**src/verilog/dnc_pkg.sv**
```systemverilog
// constants and carrier types for the display and numeric entry command block
package dnc_pkg;

  // register byte offsets
  localparam logic [11:0] DNC_CTRL_OFS   = 12'h000;
  localparam logic [11:0] DNC_STAT_OFS   = 12'h004;
  localparam logic [11:0] DNC_KEYS_OFS   = 12'h008;
  localparam logic [11:0] DNC_DOUT_OFS   = 12'h00C;
  localparam logic [11:0] DNC_CBUF_BASE  = 12'h100;
  localparam logic [11:0] DNC_RESP_BASE  = 12'h300;

  // command buffer layout
  localparam int          DNC_CBUF_LEN   = 88;
  localparam int          DNC_RESP_LEN   = 20;
  localparam logic [6:0]  DNC_BYTE_START = 7'h01;
  localparam logic [6:0]  DNC_BYTE_DATTR = 7'h02;
  localparam logic [6:0]  DNC_BYTE_MAXL  = 7'h02;
  localparam logic [6:0]  DNC_BYTE_NATTR = 7'h03;
  localparam logic [6:0]  DNC_BYTE_DATA  = 7'h03;
  localparam logic [6:0]  DNC_BYTE_DOUT  = 7'h54;

  // command and response codes
  localparam logic [3:0]  DNC_CMD_DISP   = 4'h1;
  localparam logic [3:0]  DNC_CMD_NUM    = 4'h2;
  localparam logic [3:0]  DNC_RSP_NUM    = 4'h2;

  // display geometry and special values
  localparam logic [6:0]  DNC_DISP_LAST  = 7'h4F;
  localparam logic [6:0]  DNC_DISP_CHARS = 7'h50;
  localparam logic [7:0]  DNC_NO_ECHO    = 8'hFF;
  localparam logic [4:0]  DNC_MAXL_MAX   = 5'h14;
  localparam logic [4:0]  DNC_MAXL_MIN   = 5'h01;
  localparam logic [7:0]  DNC_CH_ZERO    = 8'h30;
  localparam logic [7:0]  DNC_CH_DOT     = 8'h2E;
  localparam logic [7:0]  DNC_CH_MINUS   = 8'h2D;
  localparam logic [7:0]  DNC_CH_SPACE   = 8'h20;

  // numeric entry attribute bit positions
  localparam int          DNC_AT_BLOCK   = 0;
  localparam int          DNC_AT_FLASH   = 1;
  localparam int          DNC_AT_ECHO    = 2;
  localparam int          DNC_AT_FLOAT   = 3;
  localparam int          DNC_AT_SIGN    = 4;

  // key vector bit positions (digits occupy 0..9)
  localparam int          DNC_KEY_W      = 18;
  localparam int          DNC_KEY_LEFT   = 12;
  localparam int          DNC_KEY_SEND   = 14;
  localparam int          DNC_KEY_SIGN   = 16;
  localparam int          DNC_KEY_DOT    = 17;

  // status register fields
  localparam int          DNC_ST_BUSY    = 0;
  localparam int          DNC_ST_RVALID  = 1;
  localparam int          DNC_ST_ENTRY   = 2;

  typedef enum logic [1:0] {
    DNC_IDLE  = 2'b00,
    DNC_COPY  = 2'b01,
    DNC_ENTRY = 2'b10
  } dnc_state_t;

  typedef struct packed {
    logic       we;
    logic [6:0] addr;
    logic [7:0] chr;
    logic [7:0] alt;
  } dnc_disp_t;

  typedef struct packed {
    logic       on;
    logic [6:0] pos;
    logic       block;
    logic       flash;
  } dnc_cursor_t;

endpackage

```
**src/verilog/dnc_key_edge.sv**
```systemverilog
// keypad synchroniser and press detector
`timescale 1ns/1ps
`default_nettype none
module dnc_key_edge #(
  parameter int W = 18
) (
  input  wire logic         ref_clk,   // device clock
  input  wire logic         reset_n,   // sync reset, active low
  input  wire logic [W-1:0] key_in,    // raw key levels from the panel
  output logic      [W-1:0] key_lvl,   // synchronised key levels
  output logic      [W-1:0] key_press  // one-cycle press pulses
);

  logic [W-1:0] meta_ff;
  logic [W-1:0] sync_ff;
  logic [W-1:0] last_ff;

  genvar i;
  generate
    for (i = 0; i < W; i++) begin : g_key
      // first stage feeds only the second one
      always_ff @(posedge ref_clk) begin
        if (!reset_n) begin
          meta_ff[i] <= 1'b0;
          sync_ff[i] <= 1'b0;
          last_ff[i] <= 1'b0;
        end else begin
          meta_ff[i] <= key_in[i];
          sync_ff[i] <= meta_ff[i];
          last_ff[i] <= sync_ff[i];
        end
      end
      assign key_press[i] = sync_ff[i] & ~last_ff[i];
    end
  endgenerate

  assign key_lvl = sync_ff;

endmodule // dnc_key_edge
`default_nettype wire

```
**src/verilog/dnc_top.sv**
```systemverilog
// display write and numeric entry command interpreter with APB registers
//
// Contract
// - display write starts at the start-position byte, legal zero to seventy-nine
// - attribute zero shows written characters steadily
// - nonzero attribute alternates each character with the attribute code
// - attribute underscore code alternates characters with underscore
// - copy characters until a zero byte or eighty characters; the code also stops past the last display cell
// - numeric entry is code two; bytes give start, length, attributes, outputs
// - numeric entry uses five bytes plus the digital output bytes only; the code reads four, bytes 0 to 3
// - entry echo starts at the start-position byte
// - start-position all ones suppresses all echo
// - record at most the maximum-length count, discard further keys
// - cursor shape bit: one block, zero underscore
// - cursor blink bit: one blinking, zero solid
// - echo bit: one shows keystrokes, zero hides them
// - sign bit enables plus/minus key, else ignored
// - decimal bit enables decimal point key, else ignored
// - left arrow removes last recorded character
// - send key ends entry and returns digit string as response
// - response only on completion; key states reported continuously
`timescale 1ns/1ps
`default_nettype none
module dnc_top
  import dnc_pkg::*;
#(
  parameter int KEY_W = DNC_KEY_W
) (
  input  wire logic             ref_clk,     // 125 MHz device clock
  input  wire logic             reset_n,     // sync reset, active low
  input  wire logic             psel,        // apb select
  input  wire logic             penable,     // apb enable
  input  wire logic             pwrite,      // apb direction
  input  wire logic [11:0]      paddr,       // apb byte address
  input  wire logic [31:0]      pwdata,      // apb write data
  output logic      [31:0]      prdata,      // apb read data
  output logic                  pready,      // apb ready
  output logic                  pslverr,     // apb error on unmapped address
  input  wire logic [KEY_W-1:0] key_in,      // raw keypad levels
  output var dnc_disp_t         disp,        // display character write
  output var dnc_cursor_t       cursor,      // entry cursor
  output logic      [31:0]      dig_out      // digital output bytes
);

  dnc_state_t  state_ff;
  logic [7:0]  cbuf_ff [DNC_CBUF_LEN];
  logic [7:0]  resp_ff [DNC_RESP_LEN];
  logic [6:0]  idx_ff;
  logic [7:0]  start_ff;
  logic [7:0]  attr_ff;
  logic [4:0]  max_ff;
  logic [4:0]  len_ff;
  logic        rvalid_ff;
  logic [4:0]  rlen_ff;
  logic [31:0] dout_ff;
  logic [31:0] prdata_ff;
  logic        pready_ff;
  logic        pslverr_ff;
  dnc_disp_t   disp_ff;
  dnc_cursor_t cursor_ff;
  dnc_disp_t   nxt_disp;

  logic [KEY_W-1:0] key_lvl;
  logic [KEY_W-1:0] key_press;

  dnc_key_edge #(
    .W (KEY_W)
  ) u_keys (
    .ref_clk   (ref_clk),
    .reset_n   (reset_n),
    .key_in    (key_in),
    .key_lvl   (key_lvl),
    .key_press (key_press)
  );

  // apb decode; one wait state so read data comes from a flop
  wire        acc_first = psel & penable & ~pready_ff;
  // a write lands at the edge where pready is seen high
  wire        wr_done   = psel & penable & pready_ff & pwrite;
  wire [11:0] buf_off   = paddr - DNC_CBUF_BASE;
  wire [11:0] rsp_off   = paddr - DNC_RESP_BASE;
  wire [6:0]  buf_idx   = buf_off[8:2];
  wire [4:0]  rsp_idx   = rsp_off[6:2];
  wire        al        = (paddr[1:0] == 2'b00);
  wire        hit_ctrl  = (paddr == DNC_CTRL_OFS);
  wire        hit_stat  = (paddr == DNC_STAT_OFS);
  wire        hit_keys  = (paddr == DNC_KEYS_OFS);
  wire        hit_dout  = (paddr == DNC_DOUT_OFS);
  wire        hit_buf   = al && (paddr >= DNC_CBUF_BASE)
                          && (buf_off < 12'(4 * DNC_CBUF_LEN));
  wire        hit_rsp   = al && (paddr >= DNC_RESP_BASE)
                          && (rsp_off < 12'(4 * DNC_RESP_LEN));
  wire        hit_any   = hit_ctrl | hit_stat | hit_keys | hit_dout | hit_buf | hit_rsp;

  // status flags; busy covers both copy and entry
  wire        st_busy   = (state_ff != DNC_IDLE);
  wire        st_entry  = (state_ff == DNC_ENTRY);
  wire [31:0] stat_word = {12'h000, DNC_RSP_NUM, 3'b000, rlen_ff, 5'b00000,
                           st_entry, rvalid_ff, st_busy};
  // key levels readable at any time
  wire [31:0] keys_word = {{(32-KEY_W){1'b0}}, key_lvl};
  wire [31:0] rd_data   = hit_stat ? stat_word :
                          hit_keys ? keys_word :
                          hit_dout ? dout_ff :
                          hit_buf  ? {24'h000000, cbuf_ff[buf_idx]} :
                          hit_rsp  ? {24'h000000, resp_ff[rsp_idx]} : 32'h00000000;

  // command launch, only from idle
  wire        go        = wr_done & hit_ctrl & pwdata[0] & (state_ff == DNC_IDLE);
  wire [3:0]  cmd_code  = cbuf_ff[0][3:0];
  wire        rv_clr    = wr_done & hit_stat & pwdata[DNC_ST_RVALID];
  wire [7:0]  b_start   = cbuf_ff[DNC_BYTE_START];
  wire [7:0]  b_maxl    = cbuf_ff[DNC_BYTE_MAXL];
  // maximum length clamped into one to twenty
  wire [4:0]  maxl_cl   = (b_maxl == 8'h00) ? DNC_MAXL_MIN :
                          (b_maxl > {3'b000, DNC_MAXL_MAX}) ? DNC_MAXL_MAX : b_maxl[4:0];
  // launch decoded per command code; other codes only reload the start byte and refresh the outputs
  wire        go_disp   = go & (cmd_code == DNC_CMD_DISP);
  wire        go_num    = go & (cmd_code == DNC_CMD_NUM);

  // output bytes in buffer order, lowest byte in bits 7:0
  logic [31:0] dout_new;
  genvar       gb;
  generate
    for (gb = 0; gb < 4; gb++) begin : g_dout
      assign dout_new[8*gb +: 8] = cbuf_ff[DNC_BYTE_DOUT + 7'(gb)];
    end
  endgenerate

  // display copy step
  // one buffer byte per cycle, so a full line takes eighty cycles
  wire [6:0]  copy_src  = idx_ff + DNC_BYTE_DATA;
  wire [7:0]  copy_ch   = cbuf_ff[copy_src];
  wire [7:0]  copy_pos  = start_ff + {1'b0, idx_ff};
  // stop at zero byte, after eighty characters or past the last display cell
  wire        copy_end  = (idx_ff == DNC_DISP_CHARS) || (copy_ch == 8'h00)
                          || (copy_pos > {1'b0, DNC_DISP_LAST});

  // numeric entry key decode
  // lowest digit wins when several are pressed in one cycle
  logic       dig_hit;
  logic [3:0] dig_val;
  always_comb begin
    dig_hit = 1'b0;
    dig_val = 4'h0;
    for (int d = 9; d >= 0; d--) begin
      if (key_press[d]) begin
        dig_hit = 1'b1;
        dig_val = 4'(d);
      end
    end
  end

  wire        at_sign   = attr_ff[DNC_AT_SIGN];
  wire        at_float  = attr_ff[DNC_AT_FLOAT];
  wire        at_echo   = attr_ff[DNC_AT_ECHO];
  wire        in_entry  = (state_ff == DNC_ENTRY);
  // send outranks left and character keys seen in the same cycle
  wire        k_send    = in_entry & key_press[DNC_KEY_SEND];
  wire        k_left    = in_entry & ~k_send & key_press[DNC_KEY_LEFT];
  // backspace only acts once something was recorded
  wire        k_back    = k_left & (len_ff != 5'd0);
  wire        k_sign    = key_press[DNC_KEY_SIGN] & at_sign;
  // decimal point only with float enabled
  wire        k_dot     = key_press[DNC_KEY_DOT] & at_float;
  wire        has_char  = dig_hit | k_sign | k_dot;
  wire [7:0]  new_ch    = dig_hit ? (DNC_CH_ZERO + {4'h0, dig_val}) :
                          k_dot   ? DNC_CH_DOT : DNC_CH_MINUS;
  // further keys beyond the limit are dropped
  wire        k_char    = in_entry & ~k_send & ~k_left & has_char & (len_ff < max_ff);
  wire [4:0]  len_dec   = len_ff - 5'd1;
  wire [4:0]  echo_len  = k_left ? len_dec : len_ff;
  wire [7:0]  echo_pos  = start_ff + {3'b000, echo_len};
  // start inside the display; keeps the 8-bit position sums from wrapping
  wire        start_ok  = (start_ff <= {1'b0, DNC_DISP_LAST});
  // echo needs echo bit and a real start position
  wire        echo_on   = at_echo && start_ok && (start_ff != DNC_NO_ECHO);
  // echo position counts from the start byte
  wire        echo_ok   = echo_on && (echo_pos <= {1'b0, DNC_DISP_LAST});
  wire [7:0]  cur_pos   = start_ff + {3'b000, len_ff};

  // cursor sits on the next free cell; hidden as soon as send is seen
  dnc_cursor_t nxt_cursor;
  assign nxt_cursor.on    = in_entry && !k_send && echo_on
                            && (cur_pos <= {1'b0, DNC_DISP_LAST});
  assign nxt_cursor.pos   = cur_pos[6:0];
  assign nxt_cursor.block = attr_ff[DNC_AT_BLOCK];
  assign nxt_cursor.flash = attr_ff[DNC_AT_FLASH];

  // display write selection
  always_comb begin
    nxt_disp = '0;
    if (state_ff == DNC_COPY && !copy_end) begin
      nxt_disp.we   = 1'b1;
      nxt_disp.addr = copy_pos[6:0];
      nxt_disp.chr  = copy_ch;
      nxt_disp.alt  = attr_ff;
    end else if (k_char && echo_ok) begin
      nxt_disp.we   = 1'b1;
      nxt_disp.addr = echo_pos[6:0];
      nxt_disp.chr  = new_ch;
    end else if (k_back && echo_ok) begin
      nxt_disp.we   = 1'b1;
      nxt_disp.addr = echo_pos[6:0];
      nxt_disp.chr  = DNC_CH_SPACE;
    end
  end

  // apb slave timing
  always_ff @(posedge ref_clk) begin
    if (!reset_n) begin
      pready_ff  <= 1'b0;
      pslverr_ff <= 1'b0;
      prdata_ff  <= 32'h00000000;
    end else begin
      pready_ff  <= acc_first;
      pslverr_ff <= acc_first & ~hit_any;
      prdata_ff  <= acc_first ? rd_data : 32'h00000000;
    end
  end

  // command buffer written by software; no reset needed for data bytes
  always_ff @(posedge ref_clk) begin
    if (wr_done && hit_buf) begin
      cbuf_ff[buf_idx] <= pwdata[7:0];
    end
  end

  // command fields captured at launch, held for the whole command
  // a refused launch while busy leaves them alone
  always_ff @(posedge ref_clk) begin
    if (!reset_n) begin
      start_ff <= 8'h00;
      attr_ff  <= 8'h00;
      max_ff   <= DNC_MAXL_MIN;
      dout_ff  <= 32'h00000000;
    end else begin
      if (go) begin
        // digital output bytes follow every command
        dout_ff  <= dout_new;
        start_ff <= b_start;
      end
      if (go_disp) begin
        attr_ff <= cbuf_ff[DNC_BYTE_DATTR];
      end else if (go_num) begin
        // length and attribute bytes here; start and output bytes are taken above for every command
        max_ff  <= maxl_cl;
        attr_ff <= cbuf_ff[DNC_BYTE_NATTR];
      end
    end
  end

  // main sequencer
  always_ff @(posedge ref_clk) begin
    if (!reset_n) begin
      state_ff <= DNC_IDLE;
      idx_ff   <= 7'h00;
    end else begin
      unique case (state_ff)
        DNC_IDLE: begin
          idx_ff <= 7'h00;
          if (go_disp) begin
            state_ff <= DNC_COPY;
          end else if (go_num) begin
            state_ff <= DNC_ENTRY;
          end
        end
        DNC_COPY: begin
          if (copy_end) begin
            state_ff <= DNC_IDLE;
          end else begin
            idx_ff <= idx_ff + 7'd1;
          end
        end
        DNC_ENTRY: begin
          if (k_send) begin
            state_ff <= DNC_IDLE;
          end
        end
        default: state_ff <= DNC_IDLE;
      endcase
    end
  end

  // entry recording and response
  always_ff @(posedge ref_clk) begin
    if (!reset_n) begin
      len_ff    <= 5'd0;
      rvalid_ff <= 1'b0;
      rlen_ff   <= 5'd0;
    end else begin
      if (go && cmd_code == DNC_CMD_NUM) begin
        len_ff <= 5'd0;
      end else if (k_char) begin
        len_ff <= len_ff + 5'd1;
      end else if (k_back) begin
        len_ff <= len_dec;
      end
      // response raised only at entry completion; set beats clear
      if (k_send) begin
        rvalid_ff <= 1'b1;
        rlen_ff   <= len_ff;
      end else if (rv_clr) begin
        rvalid_ff <= 1'b0;
      end
    end
  end

  // response slots are not reset; the status length says how many count
  always_ff @(posedge ref_clk) begin
    if (k_char) begin
      resp_ff[len_ff] <= new_ch;
    end
  end

  // display and cursor outputs
  always_ff @(posedge ref_clk) begin
    if (!reset_n) begin
      disp_ff   <= '0;
      cursor_ff <= '0;
    end else begin
      disp_ff   <= nxt_disp;
      cursor_ff <= nxt_cursor;
    end
  end

  assign prdata  = prdata_ff;
  assign pready  = pready_ff;
  assign pslverr = pslverr_ff;
  assign disp    = disp_ff;
  assign cursor  = cursor_ff;
  assign dig_out = dout_ff;

endmodule // dnc_top
`default_nettype wire
```
**config.mk**
```make
export PLATFORM = sky130hd
export DESIGN_NAME = dnc_top
export DESIGN_NICKNAME = d
export VERILOG_FILES = /design/src/verilog/dnc_pkg.sv /design/src/verilog/dnc_key_edge.sv /design/src/verilog/dnc_top.sv
export SDC_FILE = /design/constraint.sdc
export NUM_CORES = 2
export LEC_CHECK = 0
export BUFFER_PORTS_ARGS = -buffer_cell sky130_fd_sc_hd__buf_2
export CORE_ASPECT_RATIO = 1.4
export CORE_MARGIN = 2
export CORE_UTILIZATION = 45
export CTS_BUF_LIST = sky130_fd_sc_hd__clkbuf_8
export CTS_CLUSTER_SIZE = 30
export DETAILED_ROUTE_END_ITERATION = 8
export GPL_TIMING_DRIVEN = 0
export PLACE_DENSITY = 0.65
export SKIP_CTS_REPAIR_TIMING = 1
export SKIP_LAST_GASP = 1
export SLEW_MARGIN = 0
export SYNTH_ARGS = -nofsm -noshare
export SYNTH_HDL_FRONTEND = slang
export SYNTH_SLANG_ARGS = --single-unit
```
**constraint.sdc**
```tcl
create_clock -name ref_clk -period 10.5 [get_ports ref_clk]
set_input_delay 1.575 -clock ref_clk [delete_from_list [all_inputs] [get_ports ref_clk]]
set_output_delay 1.575 -clock ref_clk [all_outputs]
set_load 0.05 [all_outputs]
```
==> key figures <==
STA
  • Number of endpoints with negative hold slack in the final report: 0
  • Pin slew with the least headroom to its limit: around 1.6 ns
  • Final count of negative-setup-slack endpoints: 0
  • Post-Route Hold Slack: between 0.4 and 0.5 ns
  • Pins over their slew limit: 44
  • Unrepaired setup endpoints after global routing: no
  • Post-route minimum period: ~7.3 ns
  • Total negative slack: 0 ns
  • Highest clock rate: about 140 MHz
  • Crit path setup slack, layout: roughly 3.2 ns
  • Period Utilization, post-route: ~70%
  • Clk_skew: roughly 0.043 ns
  • Max_slew headroom: -3.86%

Die
  • Total I/O pin count: ~170
  • Standard-cell row count: approximately 140
  • Area of the die: about 100000 um2
  • Die height: between 300 and 400 um
  • Width of the die: about 270 um
  • Initial standard-cell utilization of the core: a little under half
  • Area of the placeable core: 99600 um2

Drt
  • Drt wl/cell: 37.1 um
  • Detailed-routing iteration count for the pre-antenna-repair pass: 8
  • WL final: between 150000 and 200000 um
  • Number of DRC markers in iteration 0: 3792
  • Antenna viol nets, final: 0
  • Vias post-DR: about 30000
  • Routed vias/inst: about 6.5
  • Number of design rule violations left after detail routing: 0

Logic synthesis
  • Proportion of register bits with asynchronous set or reset after synthesis: 0%
  • Mean Syn Cell Area: 16.3 um2
  • Total number of yosys warnings: 0
  • Prevailing post-synth register cell: edfxtp_1
  • Compound-cell area share of the yosys netlist: under 10%
  • Post-synth EDFFs: approximately 800
  • Flop and latch count out of synthesis: slightly below 1000
  • Leading cell types by total area after synthesis: edfxtp_1, mux4_2, dfxtp_1
  • Combined area of all synthesized cells: about 45000 um2
  • Synth area leader: edfxtp_1
  • Adder-cell area share of the yosys netlist: about 1.0%
  • Syn nets: approximately 2900
  • Post-Synth XOR/XNOR Area: less than 1%
  • Area share of the largest cell type after synthesis: 53.5%
  • Leading cell type by number of instances after synthesis: edfxtp_1
  • Dominant combinational cell family by area after synthesis: multiplexers
  • Syn Inst Count: between 2000 and 3000
  • Count of unique library cells instantiated by Yosys: 62
  • Mux share of post-synthesis cell area: a little under a quarter
  • Area fraction in and, or, nand and nor cells after synthesis: approximately 7.4%
  • Commonest cells in the netlist: edfxtp_1, mux4_2, nand2_1, nor2_1, dfxtp_1
  • Fraction of the yosys area taken by sequential cells: between 60% and 70%

Status
  • Outcome: finished, violations left
  • Failing checks: max-capacitance violations, max-slew violations

Clocking
  • Clock transition at path regs: approximately 0.070 ns
  • TritonCTS clock tree: built
  • CTS Buf Count: between 150 and 200
  • H-Tree Level Count: 4
  • Clk_lat worst skew: roughly 0.90 ns
  • Maximum buffer depth of the clock tree: 3
  • Sinks on Clock Net: between 900 and 1000
  • CTS Root Cell: clkbuf_8

Critical path
  • End of the worst register-to-register path: cursor[9]
  • Peak fanout along the critical path: 10
  • Critical path data required time: about 11 ns
  • Start of the worst register-to-register path: idx_ff[0]
  • Crit path capture type: flip-flop
  • Startpoint type of the worst setup path: input port
  • Critical Setup Path Class: in -> reg
  • R2R Setup Slk: 3.51 ns
  • Logic depth of the worst register-to-register path: 18
  • Arrival time at the worst endpoint: between 7 and 8 ns

Hold path
  • Count of cells along the worst hold path: 1
  • Worst hold path startpoint: u_keys.meta_ff[17]
  • Worst min-delay path endpoint: u_keys.key_lvl[17]
  • Hold crit path type: reg -> reg

Power
  • Power density over the cells: ~160 nW/um2
  • Static leakage power: 16.6 nW
  • Worst supply voltage drop on vdd: between 100 and 150 uV

Placement
  • Placed Instance Area: 47600 um2
  • Placement-stage worst setup slack: 2.62 ns
  • Number of buffers inserted by port buffering: between 100 and 150
  • Placed instance count: between 4000 and 5000
  • RD Place Congestion: around 1
  • HPWL Detailed: ~120000 um

Final layout
  • Count of nets after finishing: about 3200
  • Layout Cells excl Fill: 4493
  • Area added between synthesis and finish: 11.8%
  • Ratio of cells with drive above 1 in the final layout: between 20% and 30%
  • Layout Cell Area excl Fill: 50500 um2

Job
  • Max capacitance violation total: 4

Global route
  • Antenna violations before repair: 8
  • Maximum number of pins on one net before global-route repair: 90
  • First-pass GRT wire length: roughly 230000 um
  • Vias in the first global route: 29663
  • Sum of overflow across all layers after global routing: 0
  • Global routing usage summed across all routing layers: 32.6%
==> where the power goes <==
part           internal (mW)  total (mW)  leakage, nW  switching (mW)
Combinational          0.142       0.434         6.20           0.292
Sequential              4.27        4.28         8.77         0.00387
Clock                   1.59        3.15         1.67            1.56
==> metal layers <==
| layer | routed length [um] | track usage [%] | up-vias |
|---|---|---|---|
| met5 | 58 | 0 | - |
| li1 | - | - | 11579 |
| met4 | 15700 | 25.6 | 8 |
| met1 | 54500 | 35.6 | 14992 |
| met3 | 15000 | 8.19 | 625 |
| met2 | 81300 | 54.3 | 2024 |
==> state kept, by name, summed over array words and instances (netlist names) <==
signal / cells
attr_ff: 8
cbuf_ff: 704
cursor: 10
dig_out: 32
disp: 24
idx_ff: 7
len_ff: 5
max_ff: 5
prdata: 32
pready: 1
pslverr: 1
resp_ff: 100
rlen_ff: 5
rvalid_ff: 1
start_ff: 8
state_ff: 2
u_keys.key_lvl: 18
u_keys.last_ff: 14
u_keys.meta_ff: 18
==> metrics by stage <==
step | total power, mW | util (%)
after floorplan | 4.57 | -
after global placement | 4.77 | 47.7
after detailed placement | 4.79 | 47.8
after CTS | 7.87 | 50.7
after global routing | 8.03 | 50.7
final | 7.86 | 50.7
==> cell type report <==
type,count,area (um2)
Fill cell,8242,49100
Sequential cell,995,28000
Multi-Input combinational cell,1547,16200
Clock buffer,165,2270
Tap cell,1320,1650
Buffer,188,913
Timing Repair Buffer,143,791
Clock inverter,100,594
Inverter,33,124
Antenna cell,2,5.00
==> layout by cell type, fill, tap and decap left out, types with 11 or more instances in the layout <==
cell type  count
and3_1        18
nand3_1       57
mux4_2       426
buf_4         23
nor2b_1       25
xnor2_1       24
inv_1         84
clkbuf_1      89
buf_6         12
ha_1          32
o21ai_0       34
buf_2        185
a22oi_1       11
dfxtp_1      191
and2_1        86
edfxtp_1     804
clkinv_1      15
a31oi_1       24
clkinv_2      20
nand2_1      241
a21oi_1       38
a32oi_1       16
nand2b_1      16
nor3_1        20
buf_1         13
a211oi_1      14
mux2i_1       57
clkbuf_8     165
a21boi_0      55
o22ai_1       20
nor2_1       215
==> how the worst max path moves through the flow <==
stage,slack (ns),endpoint,start,cells after the start
after detailed placement,2.62,cbuf_ff[48][5],paddr[6],7
after floorplan,6.20,prdata[7],paddr[3],12
after CTS,3.55,cbuf_ff[27][4],paddr[6],8
final,3.18,cbuf_ff[27][4],paddr[6],8
after global placement,2.74,cbuf_ff[26][5],paddr[6],8
after global routing,3.43,cbuf_ff[59][5],paddr[6],7
==> logic make-up (layout without fill, tap and decap cells) <==
kind of cell               after synthesis  in the layout
DFF                                    995            995
and+or+nand+nor                        723            723
muxes                                  488            488
AOI/OAI and AO/OA                      267            267
buffers and inverters                  221            629
adders and majority gates               35             35
xor gates and xnor gates                34             34
other                                    0              2
==> worst max-delay path: stages <==
cell	delay [ns]
buf_2	0.19
clkbuf_1	0.98
buf_1	1.02
clkbuf_1	1.19
clkbuf_1	0.98
nor2b_1	0.43
nand3_1	0.31
nor2_1	1.09
No activity file was read; power rests on OpenSTA's default activity.
